===== src/ost_consts.vh =====
`ifndef OST_CONSTS_VH
`define OST_CONSTS_VH

// ==========================================================================
// Tree select codes
// ==========================================================================
`define OST_SEL_OPER         2'h0
`define OST_SEL_SHUT         2'h1
`define OST_SEL_PROT         2'h2
`define OST_SEL_SHARE        2'h3

// ==========================================================================
// Host operation codes: op[2:1] is the field, op[0] set means a query
// ==========================================================================
`define OST_OP_EVT_QUERY     3'h0
`define OST_OP_COND_QUERY    3'h1
`define OST_OP_EN_WRITE      3'h2
`define OST_OP_EN_READ       3'h3
`define OST_OP_RISE_WRITE    3'h4
`define OST_OP_RISE_READ     3'h5
`define OST_OP_FALL_WRITE    3'h6
`define OST_OP_FALL_READ     3'h7
`define OST_FLD_NONE         2'h0
`define OST_FLD_ENABLE       2'h1
`define OST_FLD_RISE         2'h2
`define OST_FLD_FALL         2'h3

// ==========================================================================
// Reset values of the per-register structure
// ==========================================================================
`define OST_ENABLE_RST       16'h0000
`define OST_RISE_RST         16'hffff
`define OST_FALL_RST         16'h0000
`define OST_EVENT_RST        16'h0000
`define OST_COND_RST         16'h0000

// ==========================================================================
// Operation status bit positions
// ==========================================================================
`define OST_OPER_CAL_BIT     0
`define OST_OPER_SHUT_BIT    9
`define OST_OPER_LOCK_BIT    10
`define OST_OPER_SHARE_BIT   11
`define OST_OPER_CV_BIT      12
`define OST_OPER_CC_BIT      13
`define OST_OPER_PROG_BIT    14

// ==========================================================================
// Shutdown cause bit positions
// ==========================================================================
`define OST_SHUT_PROT_BIT    0
`define OST_SHUT_LOOP_BIT    1
`define OST_SHUT_EXT_BIT     3

// ==========================================================================
// Protection trip bit positions
// ==========================================================================
`define OST_PROT_OV_BIT      0
`define OST_PROT_UV_BIT      1
`define OST_PROT_OC_BIT      2
`define OST_PROT_AC_BIT      4
`define OST_PROT_OT_BIT      5
`define OST_PROT_FOLD_BIT    7
`define OST_PROT_FAN_BIT     8

// ==========================================================================
// Share role bit positions
// ==========================================================================
`define OST_SHARE_CTL_BIT    0
`define OST_SHARE_FOL_BIT    1

// ==========================================================================
// Positions of the raw inputs inside the synchroniser vector
// ==========================================================================
`define OST_PIN_CAL          0
`define OST_PIN_LOCK         1
`define OST_PIN_CV           2
`define OST_PIN_CC           3
`define OST_PIN_PROG         4
`define OST_PIN_LOOP         5
`define OST_PIN_EXT          6
`define OST_PIN_OV           7
`define OST_PIN_UV           8
`define OST_PIN_OC           9
`define OST_PIN_AC           10
`define OST_PIN_OT           11
`define OST_PIN_FOLD         12
`define OST_PIN_FAN          13
`define OST_PIN_SCTL         14
`define OST_PIN_SFOL         15

`endif


===== src/ost_status_reg.v =====
`timescale 1ns/1ps
`default_nettype none
`include "ost_consts.vh"

module ost_status_reg (
    // Clock and reset
    input  wire        sys_clk,
    input  wire        rst,
    // Live condition
    input  wire [15:0] cond_in,
    // Host writes and event read
    input  wire        wr_en,
    input  wire [1:0]  wr_field,
    input  wire [15:0] wr_data,
    input  wire        evt_clr,
    // Stored state and the summary derived from it
    output reg  [15:0] event_reg,
    output reg  [15:0] enable_reg,
    output reg  [15:0] rise_reg,
    output reg  [15:0] fall_reg,
    output wire        summary
);

    // ======================================================================
    // Edge detection and event latching
    // ======================================================================
    reg  [15:0] cond_prev_reg;
    wire [15:0] edge_hit;
    wire [15:0] event_next;

    // Rising edges pass the rising filter, falling edges the falling one
    assign edge_hit = (cond_in & ~cond_prev_reg & rise_reg)
                    | (~cond_in & cond_prev_reg & fall_reg);
    // A new edge in the clearing cycle survives the clear
    assign event_next = (evt_clr ? 16'h0000 : event_reg) | edge_hit;

    // Summary is the enabled events ORed together
    assign summary = |(event_reg & enable_reg);

    // State update; filters and enable only change on host writes
    always @(posedge sys_clk) begin
        if (rst) begin
            cond_prev_reg <= `OST_COND_RST;
            event_reg     <= `OST_EVENT_RST;
            enable_reg    <= `OST_ENABLE_RST;
            rise_reg      <= `OST_RISE_RST;
            fall_reg      <= `OST_FALL_RST;
        end else begin
            cond_prev_reg <= cond_in;
            event_reg     <= event_next;
            if (wr_en && wr_field == `OST_FLD_ENABLE) begin
                enable_reg <= wr_data;
            end
            if (wr_en && wr_field == `OST_FLD_RISE) begin
                rise_reg <= wr_data;
            end
            if (wr_en && wr_field == `OST_FLD_FALL) begin
                fall_reg <= wr_data;
            end
        end
    end

endmodule
`default_nettype wire


===== src/ost_top.v =====
// Function
// Every tree register is sixteen bits and yields one summary bit upward.
// Summary output is the OR of the register's reportable bits.
// Operation bit 0 is high while the supply is calibration_active.
// Operation bit 9 carries the shutdown-cause summary.
// Operation bit 11 carries the share-role summary.
// Operation bits 12 and 13 show constant-voltage and constant-current regulation.
// Operation bit 14 is high while a stored sequence program runs.
// Shutdown causes may be active together, each independent.
// Shutdown bit 0 carries the protection-trip summary.
// Shutdown bit 1 shows shutoff by the safety loop input.
// Shutdown bit 3 shows external shutdown; bit 2 unused.
// Protection bits 0, 1, 2 show overvoltage, undervoltage, overcurrent trips.
// Protection bits 4 and 5 show mains failure and overtemperature; bit 3 unused.
// Protection bits 7 and 8 show foldback and fan failure; bit 6 unused.
// Share bits 0 and 1 show controller and follower role.
// Host keeps the controller role whenever sharing is unused.
// Every query result is returned as a decimal number.
// Each register supports event, condition, enable and both filter accesses.
// Standard event register and status byte lie outside this structure.
// Filtered condition edges latch the matching event bit.
// Reading events clears them; summary is OR of enabled events.
`timescale 1ns/1ps
`default_nettype none
`include "ost_consts.vh"

module ost_top (
    // Clock and reset
    input  wire        sys_clk,
    input  wire        rst,
    // Operating state inputs, asynchronous to sys_clk
    input  wire        calibration_active,
    input  wire        local_lockout,
    input  wire        cv_mode,
    input  wire        cc_mode,
    input  wire        program_running,
    // Shutdown source inputs, asynchronous
    input  wire        safety_loop_input,
    input  wire        ext_shutdown,
    // Protection trip inputs, asynchronous
    input  wire        overvoltage_trip,
    input  wire        undervoltage_trip,
    input  wire        overcurrent_trip,
    input  wire        mains_fail_trip,
    input  wire        overtemp_trip,
    input  wire        foldback_trip,
    input  wire        fan_fail_trip,
    // Share role inputs, asynchronous
    input  wire        share_controller,
    input  wire        share_follower,
    // Host command port
    input  wire        cmd_valid,
    input  wire [1:0]  cmd_sel,
    input  wire [2:0]  cmd_op,
    input  wire [15:0] cmd_data,
    // Host answer port
    output reg         resp_valid,
    output reg  [19:0] resp_dec,
    output reg  [15:0] resp_bin,
    // Summary toward the status byte
    output wire        oper_summary
);

    // ======================================================================
    // Helper functions
    // ======================================================================

    // Binary to five BCD digits by shift and add three
    function [19:0] ost_to_dec;
        input [15:0] value;
        reg   [35:0] work;
        integer      i;
        begin
            work = {20'h00000, value};
            for (i = 0; i < 16; i = i + 1) begin
                if (work[19:16] > 4'h4) work[19:16] = work[19:16] + 4'h3;
                if (work[23:20] > 4'h4) work[23:20] = work[23:20] + 4'h3;
                if (work[27:24] > 4'h4) work[27:24] = work[27:24] + 4'h3;
                if (work[31:28] > 4'h4) work[31:28] = work[31:28] + 4'h3;
                if (work[35:32] > 4'h4) work[35:32] = work[35:32] + 4'h3;
                work = {work[34:0], 1'b0};
            end
            ost_to_dec = work[35:16];
        end
    endfunction

    // Field addressed by an operation code
    function [1:0] ost_field;
        input [2:0] op;
        begin
            ost_field = op[2:1];
        end
    endfunction

    // Operation codes that store host data
    function ost_is_write;
        input [2:0] op;
        begin
            ost_is_write = !op[0] && (op[2:1] != `OST_FLD_NONE);
        end
    endfunction

    // ======================================================================
    // Input synchronisers
    // ======================================================================
    wire [15:0] pin_raw;
    reg  [15:0] pin_meta_reg;
    reg  [15:0] pin_sync_reg;

    assign pin_raw = {share_follower, share_controller, fan_fail_trip,
                      foldback_trip, overtemp_trip, mains_fail_trip,
                      overcurrent_trip, undervoltage_trip, overvoltage_trip,
                      ext_shutdown, safety_loop_input, program_running,
                      cc_mode, cv_mode, local_lockout, calibration_active};

    // Two stages; only the second stage feeds the tree
    always @(posedge sys_clk) begin
        if (rst) begin
            pin_meta_reg <= 16'h0000;
            pin_sync_reg <= 16'h0000;
        end else begin
            pin_meta_reg <= pin_raw;
            pin_sync_reg <= pin_meta_reg;
        end
    end

    // ======================================================================
    // Condition vectors of the four registers
    // ======================================================================
    reg  [15:0] oper_cond;
    reg  [15:0] shut_cond;
    reg  [15:0] prot_cond;
    reg  [15:0] share_cond;
    wire [3:0]  summary_all;
    wire [63:0] cond_all;

    // Protection trips; bits 3, 6 and 9 to 15 stay zero
    always @* begin
        prot_cond = 16'h0000;
        prot_cond[`OST_PROT_OV_BIT]   = pin_sync_reg[`OST_PIN_OV];
        prot_cond[`OST_PROT_UV_BIT]   = pin_sync_reg[`OST_PIN_UV];
        prot_cond[`OST_PROT_OC_BIT]   = pin_sync_reg[`OST_PIN_OC];
        prot_cond[`OST_PROT_AC_BIT]   = pin_sync_reg[`OST_PIN_AC];
        prot_cond[`OST_PROT_OT_BIT]   = pin_sync_reg[`OST_PIN_OT];
        prot_cond[`OST_PROT_FOLD_BIT] = pin_sync_reg[`OST_PIN_FOLD];
        prot_cond[`OST_PROT_FAN_BIT]  = pin_sync_reg[`OST_PIN_FAN];
    end

    // Shutdown causes are separate bits, so several may stand together
    always @* begin
        shut_cond = 16'h0000;
        shut_cond[`OST_SHUT_PROT_BIT] = summary_all[`OST_SEL_PROT];
        shut_cond[`OST_SHUT_LOOP_BIT] = pin_sync_reg[`OST_PIN_LOOP];
        shut_cond[`OST_SHUT_EXT_BIT]  = pin_sync_reg[`OST_PIN_EXT];
    end

    // Share role; the controller default when sharing is off is up to the host
    always @* begin
        share_cond = 16'h0000;
        share_cond[`OST_SHARE_CTL_BIT] = pin_sync_reg[`OST_PIN_SCTL];
        share_cond[`OST_SHARE_FOL_BIT] = pin_sync_reg[`OST_PIN_SFOL];
    end

    // Top register; unimplemented bits read zero
    always @* begin
        oper_cond = 16'h0000;
        oper_cond[`OST_OPER_CAL_BIT]   = pin_sync_reg[`OST_PIN_CAL];
        oper_cond[`OST_OPER_SHUT_BIT]  = summary_all[`OST_SEL_SHUT];
        oper_cond[`OST_OPER_LOCK_BIT]  = pin_sync_reg[`OST_PIN_LOCK];
        oper_cond[`OST_OPER_SHARE_BIT] = summary_all[`OST_SEL_SHARE];
        oper_cond[`OST_OPER_CV_BIT]    = pin_sync_reg[`OST_PIN_CV];
        oper_cond[`OST_OPER_CC_BIT]    = pin_sync_reg[`OST_PIN_CC];
        oper_cond[`OST_OPER_PROG_BIT]  = pin_sync_reg[`OST_PIN_PROG];
    end

    // Flat vector indexed by select code
    assign cond_all = {share_cond, prot_cond, shut_cond, oper_cond};

    // ======================================================================
    // Register instances; each summary feeds the level above
    // ======================================================================
    wire [63:0] event_all;
    wire [63:0] enable_all;
    wire [63:0] rise_all;
    wire [63:0] fall_all;

    // Summaries pass up one register per cycle, a trip shows at the top late
    genvar g;
    generate
        for (g = 0; g < 4; g = g + 1) begin : gen_reg
            wire hit;
            assign hit = cmd_valid && (cmd_sel == g[1:0]);
            ost_status_reg u_reg (
                .sys_clk    (sys_clk),
                .rst        (rst),
                .cond_in    (cond_all[16*g +: 16]),
                .wr_en      (hit && ost_is_write(cmd_op)),
                .wr_field   (ost_field(cmd_op)),
                .wr_data    (cmd_data),
                .evt_clr    (hit && cmd_op == `OST_OP_EVT_QUERY),
                .event_reg  (event_all[16*g +: 16]),
                .enable_reg (enable_all[16*g +: 16]),
                .rise_reg   (rise_all[16*g +: 16]),
                .fall_reg   (fall_all[16*g +: 16]),
                .summary    (summary_all[g])
            );
        end
    endgenerate

    // Summary toward the status byte, which is kept elsewhere
    assign oper_summary = summary_all[`OST_SEL_OPER];

    // ======================================================================
    // Query path
    // ======================================================================
    reg [15:0] query_value;
    reg        query_hit;

    // Pick the addressed field; event read shows the value before clearing
    always @* begin
        query_hit   = cmd_valid && cmd_op[0];
        query_value = 16'h0000;
        case (cmd_op)
            `OST_OP_EVT_QUERY: begin
                query_hit   = cmd_valid;
                query_value = event_all[16*cmd_sel +: 16];
            end
            `OST_OP_COND_QUERY: begin
                query_value = cond_all[16*cmd_sel +: 16];
            end
            `OST_OP_EN_READ: begin
                query_value = enable_all[16*cmd_sel +: 16];
            end
            `OST_OP_RISE_READ: begin
                query_value = rise_all[16*cmd_sel +: 16];
            end
            `OST_OP_FALL_READ: begin
                query_value = fall_all[16*cmd_sel +: 16];
            end
            default: begin
                query_value = 16'h0000;
            end
        endcase
    end

    // Answer one cycle after the query, in decimal digits
    always @(posedge sys_clk) begin
        if (rst) begin
            resp_valid <= 1'b0;
            resp_dec   <= 20'h00000;
            resp_bin   <= 16'h0000;
        end else begin
            resp_valid <= query_hit;
            if (query_hit) begin
                resp_dec <= ost_to_dec(query_value);
                resp_bin <= query_value;
            end
        end
    end

endmodule
`default_nettype wire


===== config.mk =====
export PLATFORM = sky130hd
export DESIGN_NAME = ost_top
export DESIGN_NICKNAME = d
export VERILOG_FILES = /design/src/ost_status_reg.v /design/src/ost_top.v
export VERILOG_INCLUDE_DIRS = /design/src
export SDC_FILE = /design/constraint.sdc
export NUM_CORES = 1
export LEC_CHECK = 0
export CORE_ASPECT_RATIO = 2
export CORE_MARGIN = 2
export CORE_UTILIZATION = 59
export DETAILED_ROUTE_END_ITERATION = 10
export DONT_BUFFER_PORTS = 1
export GPL_TIMING_DRIVEN = 0
export PLACE_DENSITY = 0.78
export SETUP_SLACK_MARGIN = 0.02
export SLEW_MARGIN = 10
export SYNTH_ARGS = -nofsm -noshare
export SYNTH_HDL_FRONTEND = slang
export SYNTH_SLANG_ARGS = --single-unit

===== constraint.sdc =====
create_clock -name sys_clk -period 14.9 [get_ports sys_clk]
set_input_delay 1.49 -clock sys_clk [delete_from_list [all_inputs] [get_ports sys_clk]]
set_output_delay 1.49 -clock sys_clk [all_outputs]
set_load 0.01 [all_outputs]

==> metrics, run 1 <==
first-pass iteration count of the detailed router 6; final hold vios 0; WL final 65700 um; proportion of layout cells with a drive suffix above 1 12.1%; Post-synth ARST share 0%; All-Layer GR Usage 39.4%; die area 32100 um2; Setup crit end kind flop; Routed Antenna Nets 0; RR Startpoint gen_reg[3].u_reg.fall_reg[14]$_SDFFE_PP0P_; Ports 78; worst rel slew slack 19.4%; sequential share of the synthesized area 33.0%; DR vias/cell 6.76; FF+latch area 5970 um2; Ys Warns 0; post-synthesis compound-gate area fraction 24.3%; H-Tree Depth 1; first-pass GRT wire length 97300 um; design area 19900 um2; die height 251 um; vias in the first global route 17600; TritonCTS clock tree built; DR iter-0 viols 1791; status complete, no violations; post-synth top area share 33.0%; slowest CP cell o31ai_1; Cell Rows 90; Synth Area in Simple Gates 25.4%; Inserted Diodes 0; Synth top cells by count nand2_1 (454), dfxtp_1 (298), a21oi_1 (212); clock sink count 298; Slew Limit Fails 0; vias post-DR 18100; CP most frequent cell inv_1; Tcrit/Tclk final 96.8%; Post-Syn Nets 2329; # Max-Cap Violations 0; area growth from synthesis to layout 10.0%; Slew @ Worst Pin 1.21 ns; multi-input logic area 11500 um2; CP Max Fanout 14; EDFF count, synth 0; R2R Setup Slk 1.65 ns; largest net degree at the start of global routing 20; core area 30200 um2; Arr. time, crit path 14.89 ns; reg2reg path depth 63; Initial Util 59.8%; Final setup viols 0; XOR/XNOR Fraction of Synth Area 1.71%; Crit Path Class primary input to flop; crit path launch cmd_op[2]; # DRC 0; average cell area after synthesis 8.03 um2; Synth Area in Adders 2.77%; area leader, netlist dfxtp_1; fmax 69.4 MHz; DPL Wire Length 48200 um; worst path required time 15.37 ns; root buffer cell clkbuf_16; unique cell type count in the Yosys netlist 121; Port Buffers 0; grt ovf 0; Fillers 2548; post-synthesis mux area share 8.24%; flops & latches, synth 298; Post-Syn Area 18100 um2; Avg WL per Cell 24.6 um; Tmin final 14.42 ns; DP Area 18500 um2; RePlAce Congestion 1.03; Primary FF master, synth dfxtp_1; fin nets 2366; Clk Latency, worst-skew pair 0.57 ns; Synth area leaders dfxtp_1 (33%), nand2_1 (9.4%), a21oi_1 (5.9%); largest family of logic cells by synthesized area simple AND/OR/NAND/NOR gates; clock skew 0.0225 ns; Post-Synthesis Cells 2249; Worst R2R End resp_dec[10]$_SDFFE_PP0P_; clock tree buffer depth 3; CTS buffer count 26; CP peak stage delay 0.62 ns; Die W 128 um; worst min path class flop to flop; initial antenna violation count 0; startpoint types primary input; Clock transition at path regs 0.07 ns; count leader, synth nand2_1; Critical Path Sink resp_dec[10]$_SDFFE_PP0P_
per-stage QoR:
stage	TNS, ns	setup slack (ns)	hold WS (ns)	cells	util (%)
4_1_cts	0	0.0830	0.439	2667	65.2
5_1_grt	-0.116	-0.0811	0.448	2673	65.8
2_1_floorplan	0	0.0351	0.414	2249	-
3_5_place_dp	-53.26	-3.35	0.425	2617	61.4
3_3_place_gp	-48.30	-3.06	0.418	2617	61.4
6_report	0	0.484	0.435	2673	65.8
critical path, delay by kind of cell:
kind                       cells  cell delay (ns)
and+or+nand+nor               19             3.41
AOI/OAI and AO/OA             14             3.15
adders and majority gates      9             2.15
buffers and inverters         13             2.13
muxes                          7             2.00
xor gates and xnor gates       3             0.52
timing repair:
item | in CTS | in global routing
buffers inserted | 7 | 10
gates cloned | 0 | 1
pin swaps | 3 | 6
setup endpoints to repair | 19 | 17
gates resized for setup | 55 | 34
hold buffers | 0 | 0
how the worst min path moves through the flow:
stage                           startpoint                           to  cells past startpoint
2_1_floorplan   pin_meta_reg[0]$_SDFF_PP0_   pin_sync_reg[0]$_SDFF_PP0_                      1
3_3_place_gp    pin_meta_reg[1]$_SDFF_PP0_   pin_sync_reg[1]$_SDFF_PP0_                      1
3_5_place_dp    pin_meta_reg[3]$_SDFF_PP0_   pin_sync_reg[3]$_SDFF_PP0_                      1
4_1_cts        pin_meta_reg[14]$_SDFF_PP0_  pin_sync_reg[14]$_SDFF_PP0_                      1
5_1_grt        pin_meta_reg[13]$_SDFF_PP0_  pin_sync_reg[13]$_SDFF_PP0_                      1
6_report       pin_meta_reg[14]$_SDFF_PP0_  pin_sync_reg[14]$_SDFF_PP0_                      1
cell type report:
type | instances | share of cell area, %
tap | 368 | 2.32
timing repair buffer | 18 | 0.768
sequential | 298 | 30.0
buffer | 139 | 3.31
clock buffer | 36 | 3.82
clock inverter | 11 | 0.655
multi-input combinational | 1749 | 58.1
inverter | 54 | 1.03
cells by family (layout without fill, tap and decap cells):
family | after synthesis | count (layout)
simple gates | 955 | 955
mux | 115 | 115
flops | 298 | 298
compound gates | 611 | 611
xor+xnor | 28 | 28
fa+ha+maj | 40 | 40
buf+inv | 202 | 258
cells in the final DEF (no fill, tap or decap), types with 31 or more instances in the layout:
cell type and instances:
inv_1 48, nand2_1 454, nand3b_1 53, a21oi_1 208
mux2_2 44, nor2b_1 88, nor2_1 139, a211oi_1 31
a221oi_1 32, clkbuf_1 104, a211o_1 41, dfxtp_1 298
nor3_1 42, o21ai_0 51, mux2i_1 38, nand3_1 34
per-layer routing:
| metal | wire length (um) | track usage (%) |
|---|---|---|
| met1 | 20400 | 37.4 |
| met2 | 32500 | 70.3 |
| met3 | 5260 | 6.47 |
| met4 | 7560 | 36.9 |
| met5 | 0 | 0 |
Power of run 1 is left out: the tool's default activity adds up to more than one toggle a clock period on the data nets, which glitch-free logic cannot reach.
==> run 2, diff against run 1 <==
- SYNTH_HIERARCHICAL: not set -> 1
==> metrics, run 2 <==
worst min path class flop to flop (unchanged); vias in the first global route 22600 (was 17600); Primary FF master, synth dfxtp_1 (unchanged); root buffer cell clkbuf_16 (unchanged); status complete, no violations (unchanged); WL final 88000 um (was 65700 um); slowest CP cell or4_4 (was o31ai_1); TritonCTS clock tree built (unchanged); first-pass GRT wire length 131000 um (was 97300 um); die area 39000 um2 (was 32100 um2); grt ovf 0 (unchanged); Hold EP pin_sync_reg[4]$_SDFF_PP0_ (was pin_sync_reg[14]$_SDFF_PP0_); Avg WL per Cell 26.1 um (was 24.6 um); Tcrit/Tclk final 98.5% (was 96.8%); DR vias/cell 6.68 (was 6.76); fmax 68.1 MHz (was 69.4 MHz); Final setup viols 0 (unchanged); average cell area after synthesis 8.26 um2 (was 8.03 um2); sequential share of the synthesized area 35.2% (was 33.0%); clock skew 0.0151 ns (was 0.0225 ns); first-pass iteration count of the detailed router 8 (was 6); fin nets 2969 (was 2366); RR Startpoint gen_reg[2].u_reg/enable_reg[14]$_SDFFE_PP0P_ (was gen_reg[3].u_reg.fall_reg[14]$_SDFFE_PP0P_); Synth top cells by count nand2_1 (450), dfxtp_1 (388), nand3b_1 (206) (was nand2_1 (454), dfxtp_1 (298), a21oi_1 (212)); Crit Path Class primary input to flop (unchanged); worst path required time 15.39 ns (was 15.37 ns); proportion of layout cells with a drive suffix above 1 13.8% (was 12.1%); CTS buffer count 34 (was 26); Ports 78 (unchanged); unique cell type count in the Yosys netlist 112 (was 121); CP peak stage delay 0.50 ns (was 0.62 ns); # DRC 0 (unchanged); clock sink count 388 (was 298); post-synth top area share 35.2% (was 33.0%); count leader, synth nand2_1 (unchanged); Fillers 3176 (was 2548); DR iter-0 viols 1823 (was 1791); most frequent cells in the layout nand2_1 (449), dfxtp_1 (388), nand3b_1 (206), a21oi_1 (168), conb_1 (135) (was nand2_1 (454), dfxtp_1 (298), a21oi_1 (208), nor2_1 (139), clkbuf_1 (104)); All-Layer GR Usage 44.2% (was 39.4%); largest net degree at the start of global routing 30 (was 20); clock tree buffer depth 3 (unchanged); Post-synth ARST share 0% (unchanged); Hold WS 0.433 ns (was 0.435 ns); Initial Util 59.5% (was 59.8%); startpoint types primary input (unchanged); Port Buffers 0 (unchanged); H-Tree Depth 2 (was 1); Ys Warns 6 (was 0); final hold vios 0 (unchanged); flops & latches, synth 388 (was 298); Post-Synthesis Cells 2667 (was 2249); Tmin final 14.68 ns (was 14.42 ns); setup ws final 0.222 ns (was 0.484 ns); die height 277 um (was 251 um); EDFF count, synth 0 (unchanged); Cell Rows 100 (was 90); design area 25400 um2 (was 19900 um2); R2R Setup Slk 1.27 ns (was 1.65 ns); reg2reg path depth 67 (was 63); Die W 141 um (was 128 um); Synth area leaders dfxtp_1 (35%), nand2_1 (7.7%), nand3b_1 (7.0%) (was dfxtp_1 (33%), nand2_1 (9.4%), a21oi_1 (5.9%)); # Max-Cap Violations 0 (unchanged); Layout Cells excl Fill 3374 (was 2673); Arr. time, crit path 15.17 ns (was 14.89 ns); area leader, netlist dfxtp_1 (unchanged); RePlAce Congestion 1.05 (was 1.03); worst rel slew slack 7.71% (was 19.4%); Setup crit end kind flop (unchanged); core area 37000 um2 (was 30200 um2); initial antenna violation count 4 (was 0); area growth from synthesis to layout 15.4% (was 10.0%); Slew Limit Fails 0 (unchanged); vias post-DR 22500 (was 18100); Clock transition at path regs 0.07 ns (about the same); CP Max Fanout 28 (was 14); Inst Count DP 3265 (was 2617); setup repair after global routing missed its margin true; Worst Hold Launch pin_meta_reg[4]$_SDFF_PP0_ (was pin_meta_reg[14]$_SDFF_PP0_); Slew @ Worst Pin 1.37 ns (was 1.21 ns); Post-Syn Area 22000 um2 (was 18100 um2); DP Area 23400 um2 (was 18500 um2); Routed Antenna Nets 0 (unchanged); Worst R2R End resp_dec[10]$_SDFFE_PP0P_ (unchanged); dpl ws -3.19 ns (was -3.35 ns); Clk Latency, worst-skew pair 0.56 ns (was 0.57 ns); hold depth 1 (unchanged); most common cell after layout, fill and taps aside nand2_1 (unchanged); DPL Wire Length 64900 um (was 48200 um)
[run 2: changes by cell type after synthesis, moves of 33 or more]
cell      change
a211o_1      -33
dfxtp_1      +90
a21oi_2      +39
nand2b_1     +66
a21oi_1      -39
nand3b_1    +153
a31oi_1      +65
[run 2: metal layers]
| layer | share of wire [%] | wire [um] | track usage, % |
|---|---|---|---|
| met5 | 0 | 0 | 0 |
| met4 | 13 | 11600 | 46.9 |
| met3 | 8.8 | 7750 | 11.3 |
| met2 | 48 | 42500 | 75.9 |
| met1 | 30 | 26200 | 39.8 |
[run 2: metrics by stage]
step	utilization [%]	TNS, ns
finish	68.7	0
global route	68.6	-0.714
CTS	67.3	0
detailed placement	63.2	-50.17
global placement	63.0	-44.58
floorplan	-	0
[run 2: logic make-up (layout without fill, tap and decap cells)]
| family | after synthesis | count (layout) | share of synthesized area, % |
|---|---|---|---|
| other | 1 | 139 | 0.0170 |
| multiplexers | 84 | 84 | 4.22 |
| flip-flops | 388 | 388 | 35.2 |
| XOR/XNOR | 26 | 26 | 1.07 |
| AND/OR/NAND/NOR | 1212 | 1212 | 29.2 |
| AO/OA/AOI/OAI | 694 | 694 | 23.0 |
| buffers and inverters | 221 | 331 | 4.90 |
| adder cells (fa/ha/maj) | 41 | 41 | 2.32 |
[run 2: worst max-delay path by stage]
stage,from,endpoint,depth (start not counted)
after global routing,cmd_op[0],resp_dec[10]$_SDFFE_PP0P_,77
final,cmd_op[0],resp_dec[10]$_SDFFE_PP0P_,72
after global placement,cmd_op[1],resp_dec[10]$_SDFFE_PP0P_,77
after detailed placement,cmd_op[1],resp_dec[10]$_SDFFE_PP0P_,75
after floorplan,cmd_op[0],resp_dec[10]$_SDFFE_PP0P_,76
after CTS,cmd_op[1],resp_dec[10]$_SDFFE_PP0P_,79
[run 2: critical path, delay by kind of cell]
| kind | cells | cell delay [ns] |
|---|---|---|
| compound gates | 23 | 4.82 |
| fa+ha+maj | 11 | 2.26 |
| simple gates | 14 | 2.23 |
| buf+inv | 13 | 1.98 |
| xor+xnor | 7 | 1.38 |
| mux | 4 | 0.94 |
[run 2: repair_timing]
action                                  CTS  global route
cloned                                    0             1
buffers inserted                         22            31
endpoints found under the setup margin   19            19
resized for setup                        49            62
hold buffers                              0             0
pin swaps                                24            36
[run 2: layout make-up]
| cell class | instances | area, um2 | share of cell area, % |
|---|---|---|---|
| diodes | 4 | 10.0 | 0.0394 |
| plain buffers | 171 | 1040 | 4.11 |
| clock buffers | 47 | 960 | 3.77 |
| clock inverters | 11 | 209 | 0.822 |
| inverters | 43 | 164 | 0.645 |
| multi-input cells | 2192 | 14300 | 56.1 |
| flip-flops and latches | 388 | 7770 | 30.5 |
| well taps | 459 | 574 | 2.26 |
| repair buffers | 59 | 440 | 1.73 |
Power of run 2 is left out for the same reason.
